===== config.mk =====
export PLATFORM = sky130hd
export DESIGN_NAME = wakeup_event_routing
export DESIGN_NICKNAME = d
export VERILOG_FILES = /design/src/wake_pkg.sv /design/src/sticky_status.sv /design/src/sync2.sv /design/src/wakeup_event_routing.sv
export SDC_FILE = /design/constraint.sdc
export NUM_CORES = 1
export LEC_CHECK = 0
export ABC_AREA = 1
export BUFFER_PORTS_ARGS = -buffer_cell sky130_fd_sc_hd__buf_2
export CAP_MARGIN = 10
export CORE_UTILIZATION = 55
export CTS_CLUSTER_DIAMETER = 50
export DETAILED_ROUTE_END_ITERATION = 10
export PLACE_DENSITY_LB_ADDON = 0.25
export SYNTH_ARGS = -nofsm -noshare
export SYNTH_HDL_FRONTEND = slang
export SYNTH_SLANG_ARGS = --single-unit
export TNS_END_PERCENT = 100

===== constraint.sdc =====
create_clock -name clk -period 1.4 [get_ports clk]
set_input_delay 0.28 -clock clk [delete_from_list [all_inputs] [get_ports clk]]
set_output_delay 0.28 -clock clk [all_outputs]
set_load 0.01 [all_outputs]

===== src/wake_pkg.sv =====
package wake_pkg;

    localparam logic [7:0] OFF_GP_STATUS   = 8'h01;
    localparam logic [7:0] OFF_WAKE_EN     = 8'h02;
    localparam logic [7:0] OFF_WAKE_EN_GP  = 8'h03;
    localparam logic [7:0] OFF_WAKE_CFG    = 8'h04;
    localparam logic [7:0] OFF_SMI_EN      = 8'h13;

    localparam logic [7:0] RESET_BYTE      = 8'h00;
    localparam logic [7:0] SMI_EN_MASK     = 8'h5f;
    localparam logic [7:0] CFG_MASK        = 8'h0f;

    localparam int         CFG_PULSE_BIT   = 3;
    localparam int         CFG_SWAP_BIT    = 2;
    localparam logic [1:0] BANK_EVENTS     = 2'h2;

    localparam int         PULSE_NS        = 100;
    localparam int         CLK_NS          = 10;
    localparam int         PULSE_CYCLES    = (PULSE_NS + CLK_NS - 1) / CLK_NS;

    typedef struct packed {
        logic [7:0] wakeEnablePrimary;
        logic [7:0] wakeEnableGpInputs;
        logic [7:0] wakeConfiguration;
        logic [7:0] smiRouteEnablePrimary;
        logic [7:0] readData;
    } regs_s;

    typedef struct packed {
        logic clockIn;
        logic dataIn;
    } ps_port_s;

endpackage


===== src/sticky_status.sv =====
`timescale 1ns/1ns
module sticky_status (
    // Clock and reset.
    input  wire logic       clk,
    input  wire logic       resetn,
    // Events and clear.
    input  wire logic [7:0] detect,
    input  wire logic [7:0] clearMask,
    output logic      [7:0] status
);
    logic [7:0] next_status;

    always_comb begin
        next_status = (status & ~clearMask) | detect;
    end

    always_ff @(posedge clk or negedge resetn) begin
        if (!resetn) begin
            status <= wake_pkg::RESET_BYTE;
        end else begin
            status <= next_status;
        end
    end
endmodule


===== src/sync2.sv =====
`timescale 1ns/1ns
module sync2 #(
    parameter int W = 8
) (
    // Clock and reset.
    input  wire logic         clk,
    input  wire logic         resetn,
    // Data.
    input  wire logic [W-1:0] din,
    output logic      [W-1:0] dout
);
    logic [W-1:0] stage1;

    always_ff @(posedge clk or negedge resetn) begin
        if (!resetn) begin
            stage1 <= '0;
            dout   <= '0;
        end else begin
            stage1 <= din;
            dout   <= stage1;
        end
    end
endmodule


===== src/wakeup_event_routing.sv =====
// The address-and-strobe port was decided locally.
`timescale 1ns/1ns
module wakeup_event_routing (
    // Clock and reset.
    input  wire logic                clk,
    input  wire logic                resetn,
    input  wire logic                softReset,
    // Register port.
    input  wire logic [7:0]          address,
    input  wire logic [7:0]          writeData,
    input  wire logic                writeStrobe,
    input  wire logic                readStrobe,
    output logic      [7:0]          readData,
    // Detected primary events, sticky, bit order as the primary enable.
    input  wire logic [7:0]          primaryEventStatus,
    // Raw general-purpose event inputs, pulses from pins.
    input  wire logic [7:0]          generalPurposeEventInput,
    // Sleep state, power button request and keyboard/mouse pins.
    input  wire logic                inS3,
    input  wire logic                powerButtonRequest,
    input  wire wake_pkg::ps_port_s  keyboardPins,
    input  wire wake_pkg::ps_port_s  mousePins,
    // Outputs.
    output wake_pkg::ps_port_s       keyboardToController,
    output wake_pkg::ps_port_s       mouseToController,
    output logic      [1:0]          bankSelect,
    output logic                     powerButtonPulse,
    output logic                     powerWakeupRequestN,
    output logic                     systemMgmtInterruptN
);
    typedef struct packed {
        wake_pkg::regs_s    regs;
        wake_pkg::ps_port_s keyboard_event;
        wake_pkg::ps_port_s mouse;
        logic [3:0]         pulseCount;
        logic               pulse;
        logic               buttonSeen;
        logic               wakeN;
        logic               smiN;
    } state_s;

    state_s     st;
    state_s     next_st;
    logic [7:0] gpSync;
    logic [7:0] gpStatus;
    logic [7:0] gpClear;
    logic [7:0] primarySync;
    logic [5:0] pinSync;
    logic [5:0] pinRaw;
    logic       eventsBank;

    assign pinRaw = {keyboardPins, mousePins, inS3, powerButtonRequest};

    sync2 #(.W(8)) u_gp_sync (
        .clk    (clk),
        .resetn (resetn),
        .din    (generalPurposeEventInput),
        .dout   (gpSync)
    );

    sync2 #(.W(8)) u_prim_sync (
        .clk    (clk),
        .resetn (resetn),
        .din    (primaryEventStatus),
        .dout   (primarySync)
    );

    sync2 #(.W(6)) u_pin_sync (
        .clk    (clk),
        .resetn (resetn),
        .din    (pinRaw),
        .dout   (pinSync)
    );

    assign eventsBank = (st.regs.wakeConfiguration[1:0] == wake_pkg::BANK_EVENTS);
    assign gpClear    = (writeStrobe && address == wake_pkg::OFF_GP_STATUS) ? writeData : 8'h00;

    sticky_status u_gp_status (
        .clk       (clk),
        .resetn    (resetn),
        .detect    (gpSync),
        .clearMask (gpClear),
        .status    (gpStatus)
    );

    always_comb begin
        next_st = st;
        next_st.regs.readData = wake_pkg::RESET_BYTE;
        if (writeStrobe) begin
            case (address)
                wake_pkg::OFF_WAKE_EN: begin
                    next_st.regs.wakeEnablePrimary = writeData;
                end
                wake_pkg::OFF_WAKE_EN_GP: begin
                    next_st.regs.wakeEnableGpInputs = writeData;
                end
                wake_pkg::OFF_WAKE_CFG: begin
                    next_st.regs.wakeConfiguration = writeData & wake_pkg::CFG_MASK;
                end
                wake_pkg::OFF_SMI_EN: begin
                    if (eventsBank) begin
                        next_st.regs.smiRouteEnablePrimary = writeData & wake_pkg::SMI_EN_MASK;
                    end
                end
                default: begin
                end
            endcase
        end
        if (readStrobe) begin
            case (address)
                wake_pkg::OFF_GP_STATUS: begin
                    next_st.regs.readData = gpStatus;
                end
                wake_pkg::OFF_WAKE_EN: begin
                    next_st.regs.readData = st.regs.wakeEnablePrimary;
                end
                wake_pkg::OFF_WAKE_EN_GP: begin
                    next_st.regs.readData = st.regs.wakeEnableGpInputs;
                end
                wake_pkg::OFF_WAKE_CFG: begin
                    next_st.regs.readData = st.regs.wakeConfiguration;
                end
                wake_pkg::OFF_SMI_EN: begin
                    if (eventsBank) begin
                        next_st.regs.readData = st.regs.smiRouteEnablePrimary;
                    end
                end
                default: begin
                end
            endcase
        end
        if (st.regs.wakeConfiguration[wake_pkg::CFG_SWAP_BIT]) begin
            next_st.keyboard_event   = pinSync[3:2];
            next_st.mouse = pinSync[5:4];
        end else begin
            next_st.keyboard_event   = pinSync[5:4];
            next_st.mouse = pinSync[3:2];
        end
        next_st.buttonSeen = pinSync[0];
        if (st.pulseCount != 4'h0) begin
            next_st.pulseCount = st.pulseCount - 4'h1;
        end else if (pinSync[0] && !st.buttonSeen && pinSync[1]
                     && st.regs.wakeConfiguration[wake_pkg::CFG_PULSE_BIT]) begin
            next_st.pulseCount = 4'(wake_pkg::PULSE_CYCLES);
        end
        next_st.pulse = (next_st.pulseCount != 4'h0);
        next_st.wakeN = ~(|(primarySync & st.regs.wakeEnablePrimary)
                          | |(gpStatus & st.regs.wakeEnableGpInputs));
        next_st.smiN  = ~|(primarySync & st.regs.smiRouteEnablePrimary
                           & wake_pkg::SMI_EN_MASK);
        if (softReset) begin
            next_st.regs.wakeEnablePrimary     = wake_pkg::RESET_BYTE;
            next_st.regs.wakeEnableGpInputs    = wake_pkg::RESET_BYTE;
            next_st.regs.wakeConfiguration     = wake_pkg::RESET_BYTE;
            next_st.regs.smiRouteEnablePrimary = wake_pkg::RESET_BYTE;
        end
    end

    always_ff @(posedge clk or negedge resetn) begin
        if (!resetn) begin
            st       <= '0;
            st.wakeN <= 1'b1;
            st.smiN  <= 1'b1;
        end else begin
            st <= next_st;
        end
    end

    assign readData             = st.regs.readData;
    assign keyboardToController = st.keyboard_event;
    assign mouseToController    = st.mouse;
    assign bankSelect           = st.regs.wakeConfiguration[1:0];
    assign powerButtonPulse     = st.pulse;
    assign powerWakeupRequestN  = st.wakeN;
    assign systemMgmtInterruptN = st.smiN;

    a_reset_clears: assert property (@(posedge clk) disable iff (!resetn)
        softReset |=> (st.regs.wakeConfiguration == 8'h00 && st.regs.wakeEnablePrimary == 8'h00))
        else $error("soft reset did not clear registers");

    a_wake_request: assert property (@(posedge clk) disable iff (!resetn)
        (|(gpStatus & st.regs.wakeEnableGpInputs)) |=> !powerWakeupRequestN)
        else $error("wake request not asserted");

    a_enable_write: assert property (@(posedge clk) disable iff (!resetn)
        (writeStrobe && address == 8'h02 && !softReset) |=> st.regs.wakeEnablePrimary == $past(writeData))
        else $error("primary enable write lost");

    a_bank_gate: assert property (@(posedge clk) disable iff (!resetn)
        (writeStrobe && address == 8'h13 && !eventsBank && !softReset)
        |=> $stable(st.regs.smiRouteEnablePrimary))
        else $error("smi routing written outside bank 2");

    a_smi_reserved: assert property (@(posedge clk) disable iff (!resetn)
        (st.regs.smiRouteEnablePrimary & 8'ha0) == 8'h00)
        else $error("reserved smi bits set");

    a_smi_release: assert property (@(posedge clk) disable iff (!resetn)
        (~|(primarySync & st.regs.smiRouteEnablePrimary)) |=> systemMgmtInterruptN)
        else $error("smi held without cause");

    a_pulse_gate: assert property (@(posedge clk) disable iff (!resetn)
        (!st.regs.wakeConfiguration[3] && st.pulseCount == 4'h0) |=> !powerButtonPulse)
        else $error("pulse without enable");

    a_swap_path: assert property (@(posedge clk) disable iff (!resetn)
        (st.regs.wakeConfiguration[2] && $stable(st.regs.wakeConfiguration))
        |=> keyboardToController == $past(pinSync[3:2]))
        else $error("keyboard swap wrong");

    a_sticky_hold: assert property (@(posedge clk) disable iff (!resetn)
        (gpStatus[0] && !gpClear[0]) |=> gpStatus[0])
        else $error("status bit dropped");

    a_reset_rest: assert property (@(posedge clk) disable iff (!resetn)
        softReset
        |=> (st.regs.wakeEnableGpInputs == 8'h00 && st.regs.smiRouteEnablePrimary == 8'h00))
        else $error("soft reset left enables set");

    a_wake_primary: assert property (@(posedge clk) disable iff (!resetn)
        (|(primarySync & st.regs.wakeEnablePrimary))
        |=> !powerWakeupRequestN)
        else $error("wake request missing for primary event");

    a_wake_release: assert property (@(posedge clk) disable iff (!resetn)
        (~|(primarySync & st.regs.wakeEnablePrimary) && ~|(gpStatus & st.regs.wakeEnableGpInputs))
        |=> powerWakeupRequestN)
        else $error("wake request held without cause");

    a_gp_ring_wake: assert property (@(posedge clk) disable iff (!resetn)
        (gpStatus[4] && st.regs.wakeEnableGpInputs[4])
        |=> !powerWakeupRequestN)
        else $error("shared input four does not wake");

    a_gp_enable_write: assert property (@(posedge clk) disable iff (!resetn)
        (writeStrobe && address == 8'h03 && !softReset)
        |=> st.regs.wakeEnableGpInputs == $past(writeData))
        else $error("general-purpose enable write lost");

    a_cfg_write: assert property (@(posedge clk) disable iff (!resetn)
        (writeStrobe && address == 8'h04 && !softReset)
        |=> st.regs.wakeConfiguration == ($past(writeData) & 8'h0f))
        else $error("configuration write lost");

    a_read_primary: assert property (@(posedge clk) disable iff (!resetn)
        (readStrobe && address == 8'h02)
        |=> readData == $past(st.regs.wakeEnablePrimary))
        else $error("primary enable read wrong");

    a_read_gp_enable: assert property (@(posedge clk) disable iff (!resetn)
        (readStrobe && address == 8'h03)
        |=> readData == $past(st.regs.wakeEnableGpInputs))
        else $error("general-purpose enable read wrong");

    a_read_cfg: assert property (@(posedge clk) disable iff (!resetn)
        (readStrobe && address == 8'h04)
        |=> readData == $past(st.regs.wakeConfiguration))
        else $error("configuration read wrong");

    a_read_idle: assert property (@(posedge clk) disable iff (!resetn)
        !readStrobe
        |=> readData == 8'h00)
        else $error("read data outside its cycle");

    a_bank_output: assert property (@(posedge clk) disable iff (!resetn)
        (writeStrobe && address == 8'h04 && !softReset)
        |=> bankSelect == $past(writeData[1:0]))
        else $error("bank select does not follow configuration");

    a_smi_assert: assert property (@(posedge clk) disable iff (!resetn)
        (|(primarySync & st.regs.smiRouteEnablePrimary))
        |=> !systemMgmtInterruptN)
        else $error("smi missing for routed event");

    a_smi_software: assert property (@(posedge clk) disable iff (!resetn)
        (primarySync[6] && st.regs.smiRouteEnablePrimary[6])
        |=> !systemMgmtInterruptN)
        else $error("software event not routed to smi");

    a_smi_write: assert property (@(posedge clk) disable iff (!resetn)
        (writeStrobe && address == 8'h13 && eventsBank && !softReset)
        |=> st.regs.smiRouteEnablePrimary == ($past(writeData) & 8'h5f))
        else $error("smi routing write lost");

    a_smi_read: assert property (@(posedge clk) disable iff (!resetn)
        (readStrobe && address == 8'h13 && eventsBank)
        |=> readData == $past(st.regs.smiRouteEnablePrimary))
        else $error("smi routing read wrong");

    a_smi_hidden: assert property (@(posedge clk) disable iff (!resetn)
        (readStrobe && address == 8'h13 && !eventsBank)
        |=> readData == 8'h00)
        else $error("smi routing visible outside bank 2");

    a_status_read: assert property (@(posedge clk) disable iff (!resetn)
        (readStrobe && address == 8'h01)
        |=> readData == $past(gpStatus))
        else $error("status read wrong");

    a_status_set: assert property (@(posedge clk) disable iff (!resetn)
        (|gpSync)
        |=> ((gpStatus & $past(gpSync)) == $past(gpSync)))
        else $error("detected event not latched");

    a_status_clear: assert property (@(posedge clk) disable iff (!resetn)
        (gpClear[4] && !gpSync[4])
        |=> !gpStatus[4])
        else $error("status bit not cleared");

    a_swap_off: assert property (@(posedge clk) disable iff (!resetn)
        !st.regs.wakeConfiguration[2]
        |=> keyboardToController == $past(pinSync[5:4]))
        else $error("keyboard path swapped while disabled");

    a_swap_mouse: assert property (@(posedge clk) disable iff (!resetn)
        st.regs.wakeConfiguration[2]
        |=> mouseToController == $past(pinSync[5:4]))
        else $error("mouse swap wrong");

    a_pulse_start: assert property (@(posedge clk) disable iff (!resetn)
        (st.pulseCount == 4'h0 && pinSync[0] && !st.buttonSeen && pinSync[1] && st.regs.wakeConfiguration[3])
        |=> powerButtonPulse)
        else $error("pulse not started");

    a_pulse_sleep: assert property (@(posedge clk) disable iff (!resetn)
        (!pinSync[1] && st.pulseCount == 4'h0)
        |=> !powerButtonPulse)
        else $error("pulse outside sleep state");

    a_pulse_end: assert property (@(posedge clk) disable iff (!resetn)
        (st.pulseCount == 4'h1)
        |=> !powerButtonPulse)
        else $error("pulse too long");

    a_pulse_hold: assert property (@(posedge clk) disable iff (!resetn)
        (st.pulseCount > 4'h1)
        |=> powerButtonPulse)
        else $error("pulse too short");
endmodule


# ---- After elaboration in Yosys (flattened, before gate mapping)
# Cells that the tools add are included.
# Widths: inputs -> output; s select.
dict set report word_totals {
  word_cells 71
  inputBits 43
  output_inout_bits 17
  ff_bits 104
}
dict set report classes {
  n_reduce_logical 21
  n_mux 14
  n_eq_ne 6
  n_addsub 1
  bitwise 8
}
# cell n
set ops {}
lappend ops {{$mux 32} 2}
lappend ops {{$mux 8} 8}
lappend ops {{$pmux 8 s5} 1}
lappend ops {{$and 8x8->8} 3}
lappend ops {{$eq 8x2->1 const B} 2}
lappend ops {{$reduce_or 8->1} 2}
lappend ops {{$mux 4} 3}
lappend ops {{$reduce_bool 2->1} 6}
lappend ops {{$eq 8x1->1 const B} 1}
lappend ops {{$eq 8x3->1 const B} 1}
lappend ops {{$eq 8x5->1 const B} 1}
lappend ops {{$not 8->8} 1}
lappend ops {{$or 8x8->8} 1}
lappend ops {{$reduce_bool 4->1} 2}
lappend ops {{$and 7x7->7} 1}
lappend ops {{$reduce_and 2->1} 3}
lappend ops {{$reduce_or 6->1} 1}
lappend ops {{$logic_and 1x1->1} 4}
lappend ops {{$sub 4x1->4 const B} 1}
lappend ops {{$reduce_and 3->1} 1}
lappend ops {{$eq 2x2->1 const B} 1}
lappend ops {{$logic_not 1->1} 2}
lappend ops {{$not 1->1} 1}
lappend ops {{$or 1x1->1} 1}

# ---- Longest topological paths before layout
# Gate-level depths: netlist (run 1).
dict set report depth {
  ltp_word 7
  mapped_depth 9
  mapped_depth_nobuf 9
}

# ---- Hierarchy
# From an unflattened synthesis (run 1), not the netlist that was laid out.
dict set report unflattened {
  hier_cells 401
  area_unflattened_um2 3992.6
}
# module instances seq_area_each_um2 area_per_inst_um2 cells_each
set by_module_without_submodules {}
lappend by_module_without_submodules {wakeup_event_routing 1 1153.6 2571.2 317}
lappend by_module_without_submodules {{sync2 (u_gp_sync ...)} 2 400.4 400.4 16}
lappend by_module_without_submodules {sticky_status 1 200.2 320.3 40}
lappend by_module_without_submodules {{sync2 (u_pin_sync)} 1 300.3 300.3 12}

# ---- Worst setup path after synthesis (run 1)
# OpenSTA, ideal clock, no wires.
dict set report synth_timing {
  path_type {reg-to-reg}
  from {register st[4] in the netlist's numbering}
  to {register st (netlist bit powerButtonPulse)}
  path_slack_ps 115
  synth_period_minus_slack_ps 1285
  t_arrival_ps 1153
  t_required_ps 1268
  setup_ps 132
  stages_incl_launch_ff 10
  path_buffers 0
  cell_sequence {dfrtp_1 > inv_1 > ha_1 > nand2_1 > nor2_1 > inv_1 > nand2_1 > o21ai_0 > nor2_1 > nand3_1}
}
# element line
set synth_rtl {}
lappend synth_rtl {{from (decl)} wakeup_event_routing.sv:42} ;# state_s st;
lappend synth_rtl {{from (signal assigned)} wakeup_event_routing.sv:165} ;# st <= next_st;

==> qor.yml, run 1 <==
outcome: "completed"
wl_met2_um: 3700
wl_met1_um: 3410
p_per_area_mw_per_mm2: 1280
p_seq_share_pct: 50.4
required_ns: 1.64
clk_latency_ns: 0.36
gp_congestion: 0.932
yosys_warnings: 0
critical-path-slowest-cell: "dfrtp_1"
worst_pin_slew_ns: 0.336
ios: 60
syn_area_per_cell_um2: 9.95
p_comb_share_pct: 15.3
root_buffer: "clkbuf_8"
worst-setup-path-type: "reg -> reg"
cellLeakagePower_nw: 2.49
setup_viol: 0
hold_path_class: "in -> reg"
vias_per_cell: 4.95
crit_chain: "inv_2, ha_4, nand2_4, nor2_4, buf_4, nand3b_1, nand3_2, nor2_2, nand3_1"
p_sw_w: 0.00159
wire_per_inst_um: 13.3
wl_met3_um: 441
final_nets: 529
design_area_mm2: 0.00487
cap_violations: 0
antenna_left: 0
cts_tree: "built"
dp_hpwl_um: 5720
drt_wl_total_um: 7800
p_sw_share_pct: 25.6
seq_area_frac_synth_pct: 61.4
die_y_um: 87.3
placed_area_mm2: 0.00441
cts_buffer_depth: 2
antennaDiodeCount: 0
cts_buffers: 9
dieArea_mm2: 0.00762
synth_area_mm2: 0.00400
endpoint_kind: "flop"
finalCriticalPeriod_ns: 1.36
rows: 30
rsz0062_at_grt: "yes"
grt_pass1_wl_um: 13100
grt_pass1_vias: 2869
drc_errors: 0
netlist-cell-type-count: 32
grt_usage_pct: 23.2
antenna_found_initial: 0
dr_total_vias: 2900
finalMaxSlewViolations: 0
highest_layer: "met4"
crit_fanout: 3
start_kind: "flop"
synthCells: 402
drive_above_1_share_pct: 29.6
vdd_drop_max_v: 0.00106
synth-seq-cells: 98
firstDrtPassIters: 4
grt_max_degree: 32
slew_headroom_pct: 77.6
pwr-share-clk_pct: 34.4
timing.setup.tns_ns: 0
h-tree-depth: 3
skew_ns: 0.0124
fin_crit_sh_pct: 97.3
start_util_pct: 57.9
power_w: 0.00623
cts_sinks: 98
drt-initial-drc-count: 156
worst_ep_arrival_time_ns: 1.60
worst_path_largest_cell_delay_ns: 0.37
hold_viol: 0
intPower_w: 0.00463
synthToLayoutAreaGrowth_pct: 21.8
clkTransAtPathRegs_ns: 0.09
grt-ovfl-total: 0
die_w_um: 87.3
fmax_ghz: 0.734
portBuffers: 59
syn_nets: 446
core_area_mm2: 0.00691
==> critical path, delay by kind of cell, from the launching register on <==
family	cells	cell delay, ns
buffers and inverters	2	0.18
AND/OR/NAND/NOR	6	0.53
adder cells (fa/ha/maj)	1	0.17
flip-flops	1	0.37
==> per-layer routing <==
metal / up-vias / global-route usage, %
li1: 1414 / -
met1: 1366 / 29.3
met2: 96 / 37.4
met3: 24 / 6.45
met4: 0 / 10.7
met5: - / 0
==> cell usage after synthesis (all sizes together) <==
library cell | instances | share of area [%]
nand2 | 101 | 11
dfrtp | 96 | 60
ha | 1 | 0.31
nand3 | 34 | 4.7
nand3b | 1 | 0.19
nand4 | 1 | 0.16
nor2 | 44 | 5.6
clkbuf | 1 | 0.094
a221oi | 2 | 0.44
o21ai | 37 | 6.2
dfstp | 2 | 1.3
a21oi | 8 | 1.4
o2bb2ai | 1 | 0.22
buf | 17 | 3.2
a22o | 1 | 0.22
nor3 | 1 | 0.12
inv | 54 | 5.1
==> area by class of cell <==
cell class              count  area [um2]
clock buffers              10         128
clock inverters             6         115
fillers                   533        2040
inverters                  54         205
multi-input cells         232        1240
flip-flops and latches     98        2450
well taps                  96         120
repair buffers             90         606
==> power by group through the flow <==
stage / Combinational (W) / Sequential [W] / Clock, W
floorplan: 0.000449 / 0.00315 / 0
global placement: 0.000662 / 0.00317 / 0
detailed placement: 0.000700 / 0.00317 / 0
CTS: 0.000779 / 0.00313 / 0.00219
global route: 0.00106 / 0.00315 / 0.00233
finish: 0.000950 / 0.00314 / 0.00214
==> repair_timing <==
| action | CTS | global route |
|---|---|---|
| buffers inserted | 1 | 3 |
| pin swaps | 2 | 3 |
| hold buffers | 2 | 13 |
| endpoints found under the setup margin | 2 | 1 |
| gates resized for setup | 6 | 6 |
| hold endpoints to repair | 53 | 13 |
==> sequential cells by signal (all words and copies together) (netlist names) <==
register / flops
bankSelect: 2
u_pin_sync.stage1: 6
keyboardToController: 2
readData: 8
u_prim_sync.stage1: 8
powerButtonPulse: 1
u_pin_sync.dout: 6
st: 29
mouseToController: 2
u_gp_status.status: 8
powerWakeupRequestN: 1
u_prim_sync.dout: 8
systemMgmtInterruptN: 1
u_gp_sync.stage1: 8
u_gp_sync.dout: 8
==> logic make-up after synthesis <==
family | share of synthesized area [%]
flops | 61.4
fa+ha+maj | 0.313
compound gates | 8.48
buf+inv | 8.45
simple gates | 21.4
==> metrics by stage <==
stage               worst slack [ns]  std cells  utilization [%]  hold slack (ns)
floorplan                      0.115        402                -          -0.0156
global placement             0.00807        551             63.9            0.137
detailed placement           -0.0812        551             63.9            0.141
CTS                           0.0111        570             68.1          0.00153
global route                 -0.0603        586             70.5          0.00205
finish                        0.0384        586             70.5           0.0275
==> layout by cell type (no fill, tap or decap), types with 2 or more instances in the layout <==
master	n
buf_12	3
nand3_1	31
nand2_1	89
nor2_2	5
bufinv_16	3
o21ai_1	7
inv_1	46
clkbuf_8	9
buf_2	58
nand2_4	5
o21ai_0	13
nand2_2	7
nand3_2	2
nor2_1	34
nor2_4	3
nor2_8	2
dfstp_2	2
dlygate4sd3_1	15
a221oi_1	2
dfrtp_1	96
a21oi_1	6
inv_2	7
buf_4	14
o21ai_2	17
==> final timing paths <==
check / start / end / slack [ns] / depth (start not counted)
max: st[5]$_DFF_PN0_ / powerButtonPulse$_DFF_PN0_ / 0.04 / 9
min: primaryEventStatus[6] / u_prim_sync.stage1[6]$_DFF_PN0_ / 0.03 / 1
max reg2reg: st[5]$_DFF_PN0_ / powerButtonPulse$_DFF_PN0_ / 0.04 / 9
min reg2reg: u_prim_sync.stage1[3]$_DFF_PN0_ / u_prim_sync.dout[3]$_DFF_PN0_ / 0.34 / 0
max in group asynchronous: resetn / st[45]$_DFFE_PN0P_ / 0.62 / 3
min in group asynchronous: resetn / u_gp_sync.stage1[6]$_DFF_PN0_ / 0.30 / 2
Power figures use the tool's default switching activity.
==> inputs of run 2 (changes only) <==
- CTS_BUF_LIST: default -> sky130_fd_sc_hd__clkbuf_8
==> run 2 against run 1 <==
  * Power decreased by 0.10%
  * Sequential power about the same
  * Sequential cell count unchanged
  * Critical path depth unchanged
  * Global-route usage unchanged
  * Die area unchanged
  * Clock-buffer cell count decreased by 1
==> qor.yml, run 2 (same netlist as run 1, synthesis figures left out) <==
outcome: "completed"
fmax_ghz: 0.734  # unchanged
slew_headroom_pct: 77.6  # unchanged
hold_viol: 0  # unchanged
wl_met1_um: 3410  # about the same
p_per_area_mw_per_mm2: 1280  # -0.10%
critical-path-slowest-cell: "dfrtp_1"
dp_hpwl_um: 5720  # unchanged
worst_pin_slew_ns: 0.336  # unchanged
clkTransAtPathRegs_ns: 0.09  # about the same
die_w_um: 87.3  # unchanged
highest_layer: "met4"
wl_met2_um: 3700  # unchanged
fin_crit_sh_pct: 97.3  # unchanged
finalCriticalPeriod_ns: 1.36  # unchanged
grt_usage_pct: 23.2  # unchanged
clk_latency_ns: 0.36  # about the same
grt_pass1_vias: 2869  # unchanged
endpoint_kind: "flop"
ios: 60  # unchanged
start_kind: "flop"
final_common_cell: "dfrtp_1"
hold_path_depth: 1  # unchanged
regMostFlops: "st"
core_area_mm2: 0.00691  # unchanged
largest_register_ffs: 29  # unchanged
firstDrtPassIters: 4  # unchanged
crit_chain: "inv_2, ha_4, nand2_4, nor2_4, buf_4, nand3b_1, nand3_2, nor2_2, nand3_1"
drt-initial-drc-count: 156  # unchanged
rrSetupSlack_ns: 0.04  # about the same
whs_ns: 0.0275  # unchanged
critPathBufInv: 2  # unchanged
grt_pass1_wl_um: 13100  # unchanged
final_cell_mix: "dfrtp_1, nand2_1, buf_2"
dr_total_vias: 2900  # unchanged
antenna_found_initial: 0  # unchanged
skew_ns: 0.0128  # +0.000391 ns
drt_wl_total_um: 7800  # about the same
r2r-end: "powerButtonPulse$_DFF_PN0_"
cp_top_family: "simple AND/OR/NAND/NOR gates"
portBuffers: 59  # unchanged
synthToLayoutAreaGrowth_pct: 21.8  # unchanged
gp_congestion: 0.932  # unchanged
root_buffer: "clkbuf_8"
vias_per_cell: 4.95  # unchanged
cts_buffers: 9  # unchanged
finalMaxSlewViolations: 0  # unchanged
setup_viol: 0  # unchanged
start_util_pct: 57.9  # unchanged
r2r-start: "st[5]$_DFF_PN0_"
cts_tree: "built"
whs_endpoint: "u_prim_sync.stage1[6]$_DFF_PN0_"
wl_met3_um: 441  # unchanged
antenna_left: 0  # unchanged
drc_errors: 0  # unchanged
drive_above_1_share_pct: 29.6  # unchanged
hold_path_class: "in -> reg"
worst_ep_arrival_time_ns: 1.60  # about the same
cts_sinks: 98  # unchanged
place_inst: 551  # unchanged
fill_cells: 533  # unchanged
crit_fanout: 3  # unchanged
antennaDiodeCount: 0  # unchanged
fin_cells: 586  # unchanged
rows: 30  # unchanged
hold_path_startpoint: "primaryEventStatus[6]"
cellLeakagePower_nw: 2.49  # +0.17%
cp_num_cells: 9  # unchanged
vdd_drop_max_v: 0.00106  # about the same
grt_max_degree: 32  # unchanged
rsz0062_at_grt: "yes"
dieArea_mm2: 0.00762  # unchanged
worstRegToRegCells: 9  # unchanged
cts_buffer_depth: 2  # unchanged
die_y_um: 87.3  # unchanged
cap_violations: 0  # unchanged
worst-setup-path-type: "reg -> reg"
required_ns: 1.64  # about the same
h-tree-depth: 3  # unchanged
final_nets: 529  # unchanged
worst_path_largest_cell_delay_ns: 0.37  # about the same
grt-ovfl-total: 0  # unchanged
wire_per_inst_um: 13.3  # about the same
==> run 2: cell count changes in the layout (fill, tap and decap cells not counted), sizes merged <==
cell / before / now
inv: 55 / 56
clkbuf: 10 / 9
==> run 2: cell type report <==
| class | instances | area (um2) | area share, % |
|---|---|---|---|
| clock buffers | 9 | 124 | 2.54 |
| repair buffers | 90 | 606 | 12.4 |
| well taps | 96 | 120 | 2.47 |
| multi-input cells | 232 | 1240 | 25.5 |
| inverters | 54 | 205 | 4.21 |
| clock inverters | 7 | 119 | 2.44 |
| flip-flops and latches | 98 | 2450 | 50.4 |
==> run 2: routing by layer <==
layer | GRT usage [%] | vias up
li1 | - | 1414
met1 | 29.3 | 1366
met2 | 37.4 | 96
met3 | 6.45 | 24
met4 | 10.7 | 0
met5 | 0 | -
==> run 2: timing repair <==
| item | CTS | global route |
|---|---|---|
| resized for setup | 6 | 6 |
| endpoints found under the setup margin | 2 | 1 |
| buffers inserted | 1 | 3 |
| hold buffers | 2 | 13 |
| endpoints found under the hold margin | 53 | 13 |
| pin swaps | 2 | 3 |
==> run 2: stage by stage <==
stage	area, um2	worst slack [ns]	power, W	TNS [ns]	util (%)
5_1_grt	4870	-0.0603	0.00654	-0.0603	70.5
2_1_floorplan	4000	0.115	0.00360	0	-
6_report	4870	0.0384	0.00622	0	70.5
3_3_place_gp	4410	0.00807	0.00383	0	63.9
3_5_place_dp	4410	-0.0812	0.00387	-0.110	63.9
4_1_cts	4710	0.0111	0.00609	0	68.1
==> run 2: how the worst max path moves through the flow <==
| stage | start | endpoint |
|---|---|---|
| after floorplan | st[4]$_DFF_PN0_ | powerButtonPulse$_DFF_PN0_ |
| after global placement | st[4]$_DFF_PN0_ | powerButtonPulse$_DFF_PN0_ |
| after detailed placement | st[4]$_DFF_PN0_ | powerButtonPulse$_DFF_PN0_ |
| after CTS | st[5]$_DFF_PN0_ | powerButtonPulse$_DFF_PN0_ |
| after global routing | st[5]$_DFF_PN0_ | powerButtonPulse$_DFF_PN0_ |
| final | st[5]$_DFF_PN0_ | powerButtonPulse$_DFF_PN0_ |
==> run 2: power breakdown <==
group	internal, W	leakage, nW	switching [W]
Clock	0.00119	0.127	0.000942
Sequential	0.00302	1.18	0.000114
Combinational	0.000412	1.19	0.000538
==> inputs of run 3 (changes only) <==
- REMOVE_ABC_BUFFERS: default -> 1
==> run 3 against run 2 <==
  * Combinational power shrank 13%
  * Wire length shrank 6.0%
  * Register-to-register slack gained 0.06 ns
  * Worst hold slack lost 0.0074 ns
  * Die area is the same
  * Critical path depth is the same
  * Sequential power is essentially flat
  * Utilization shrank 2.7 points
  * Worst setup slack gained 0.058 ns
  * Via count shrank 3.3%
  * Critical path type unchanged
  * Largest cell class unchanged
==> qor.yml, run 3 (same netlist as run 1, synthesis figures left out) <==
root_buffer: "clkbuf_8"
wire_per_inst_um: 12.8  # -3.5%
cellLeakagePower_nw: 2.40  # -3.9%
core_area_mm2: 0.00691  # unchanged
regMostFlops: "st"
dr_total_vias: 2803  # -3.3%
start_kind: "flop"
fin_crit_sh_pct: 93.1  # -4.2 points
antenna_found_initial: 0  # unchanged
final_nets: 514  # -2.8%
antennaDiodeCount: 0  # unchanged
required_ns: 1.63  # about the same
fmax_ghz: 0.767  # +4.5%
drive_above_1_share_pct: 30.1  # +0.51 points
skew_ns: 0.00838  # -0.00441 ns
grt_max_degree: 27  # -16%
vias_per_cell: 4.91  # -0.81%
timing.setup.tns_ns: 0  # unchanged
outcome: "completed"
endpoint_kind: "flop"
clk_latency_ns: 0.35  # about the same
largest_register_ffs: 29  # unchanged
grt_usage_pct: 21.4  # -1.8 points
drt-initial-drc-count: 172  # +10%
power_w: 0.00595  # -4.3%
firstDrtPassIters: 5  # +1
antenna_left: 0  # unchanged
gp_congestion: 0.888  # -4.6%
p_per_area_mw_per_mm2: 1270  # -0.48%
worst_ep_arrival_time_ns: 1.53  # -0.07 ns
dieArea_mm2: 0.00762  # unchanged
drc_errors: 0  # unchanged
rows: 30  # unchanged
cts_tree: "built"
cap_violations: 0  # unchanged
worst-setup-path-type: "reg -> reg"
finalCriticalPeriod_ns: 1.30  # -0.0582 ns
grt-ovfl-total: 0  # unchanged
hold_viol: 0  # unchanged
grt_pass1_vias: 2574  # -10%
h-tree-depth: 3  # unchanged
clkTransAtPathRegs_ns: 0.10  # about the same
place_worst_setup_slack_ns: -0.0465  # +0.0348 ns
worst_pin_slew_ns: 0.356  # +0.0203 ns
start_util_pct: 57.9  # unchanged
finalMaxSlewViolations: 0  # unchanged
cts_sinks: 98  # unchanged
crit_fanout: 3  # unchanged
final_cell_mix: "dfrtp_1, nand2_1, buf_2"
fin_util_pct: 67.8  # -2.7 points
cts_buffer_depth: 2  # unchanged
cts_buffers: 9  # unchanged
synthToLayoutAreaGrowth_pct: 17.1
hold_path_class: "in -> reg"
final_common_cell: "dfrtp_1"
portBuffers: 59  # unchanged
die_y_um: 87.3  # unchanged
slew_headroom_pct: 76.3  # -1.3 points
vdd_drop_max_v: 0.000860  # -19%
setup_ws_ns: 0.0966  # +0.0582 ns
grt_pass1_wl_um: 12100  # -7.6%
ios: 60  # unchanged
whs_ns: 0.0201  # -0.00743 ns
setup_viol: 0  # unchanged
drt_wl_total_um: 7330  # -6.0%
die_w_um: 87.3  # unchanged
dp_hpwl_um: 5540  # -3.1%
run 3: changes by cell type in the layout (fill, tap and decap cells not counted), sizes merged:
cell,previous run,this run
buf,75,74
bufinv,3,2
clkinv,2,0
clkinvlp,0,3
dlygate4sd3,15,1
run 3: worst max-delay path, cell delays in order (launching register included):
cell      delay [ns]
dfrtp_1         0.37
inv_2           0.06
ha_4            0.16
nand2_2         0.10
nor2_4          0.04
buf_4           0.12
nand3b_1        0.09
nand3_2         0.09
nor2_1          0.09
nand3_1         0.07
run 3: final timing paths:
kind	endpoint	slack, ns	depth (start not counted)	from
setup / recovery	powerButtonPulse$_DFF_PN0_	0.1	9	st[5]$_DFF_PN0_
hold / removal	u_prim_sync.stage1[2]$_DFF_PN0_	0.02	1	primaryEventStatus[2]
setup reg to reg	powerButtonPulse$_DFF_PN0_	0.1	9	st[5]$_DFF_PN0_
hold reg to reg	u_prim_sync.dout[6]$_DFF_PN0_	0.35	0	u_prim_sync.stage1[6]$_DFF_PN0_
max in group asynchronous	st[44]$_DFFE_PN0P_	0.49	3	resetn
min in group asynchronous	u_gp_sync.stage1[6]$_DFF_PN0_	0.37	2	resetn
run 3: repair_timing:
action	in CTS	in global routing
hold buffers	1	0
pin swaps	1	2
setup buffers	1	2
resized for setup	5	4
hold endpoints to repair	21	0
endpoints found under the setup margin	1	1
run 3: area by class of cell:
type / instances / area (um2)
clock buffers: 9 / 124
repair buffers: 75 / 445
flip-flops and latches: 98 / 2450
well taps: 96 / 120
fillers: 570 / 2220
clock inverters: 7 / 100
inverters: 54 / 205
multi-input cells: 232 / 1230
run 3: metal layers:
layer / track usage [%] / up-vias / part of all wire, %
li1: - / 1385 / -
met1: 30.4 / 1307 / 46
met5: 0 / - / 0
met4: 10.1 / 0 / 2.0
met2: 32.5 / 97 / 47
met3: 3.41 / 14 / 5.1
run 3: through the flow:
step                      cells  instance area (um2)
final                       571                 4680
after global routing        571                 4680
after CTS                   569                 4650
after global placement      551                 4400
after floorplan             384                 3870
after detailed placement    551                 4400
run 3: where the power goes:
part	switching [W]	internal (W)	total, W
clock	0.000973	0.00102	0.00199
combinational	0.000487	0.000340	0.000827
sequential	0.000113	0.00302	0.00314
total	0.00157	0.00438	0.00595
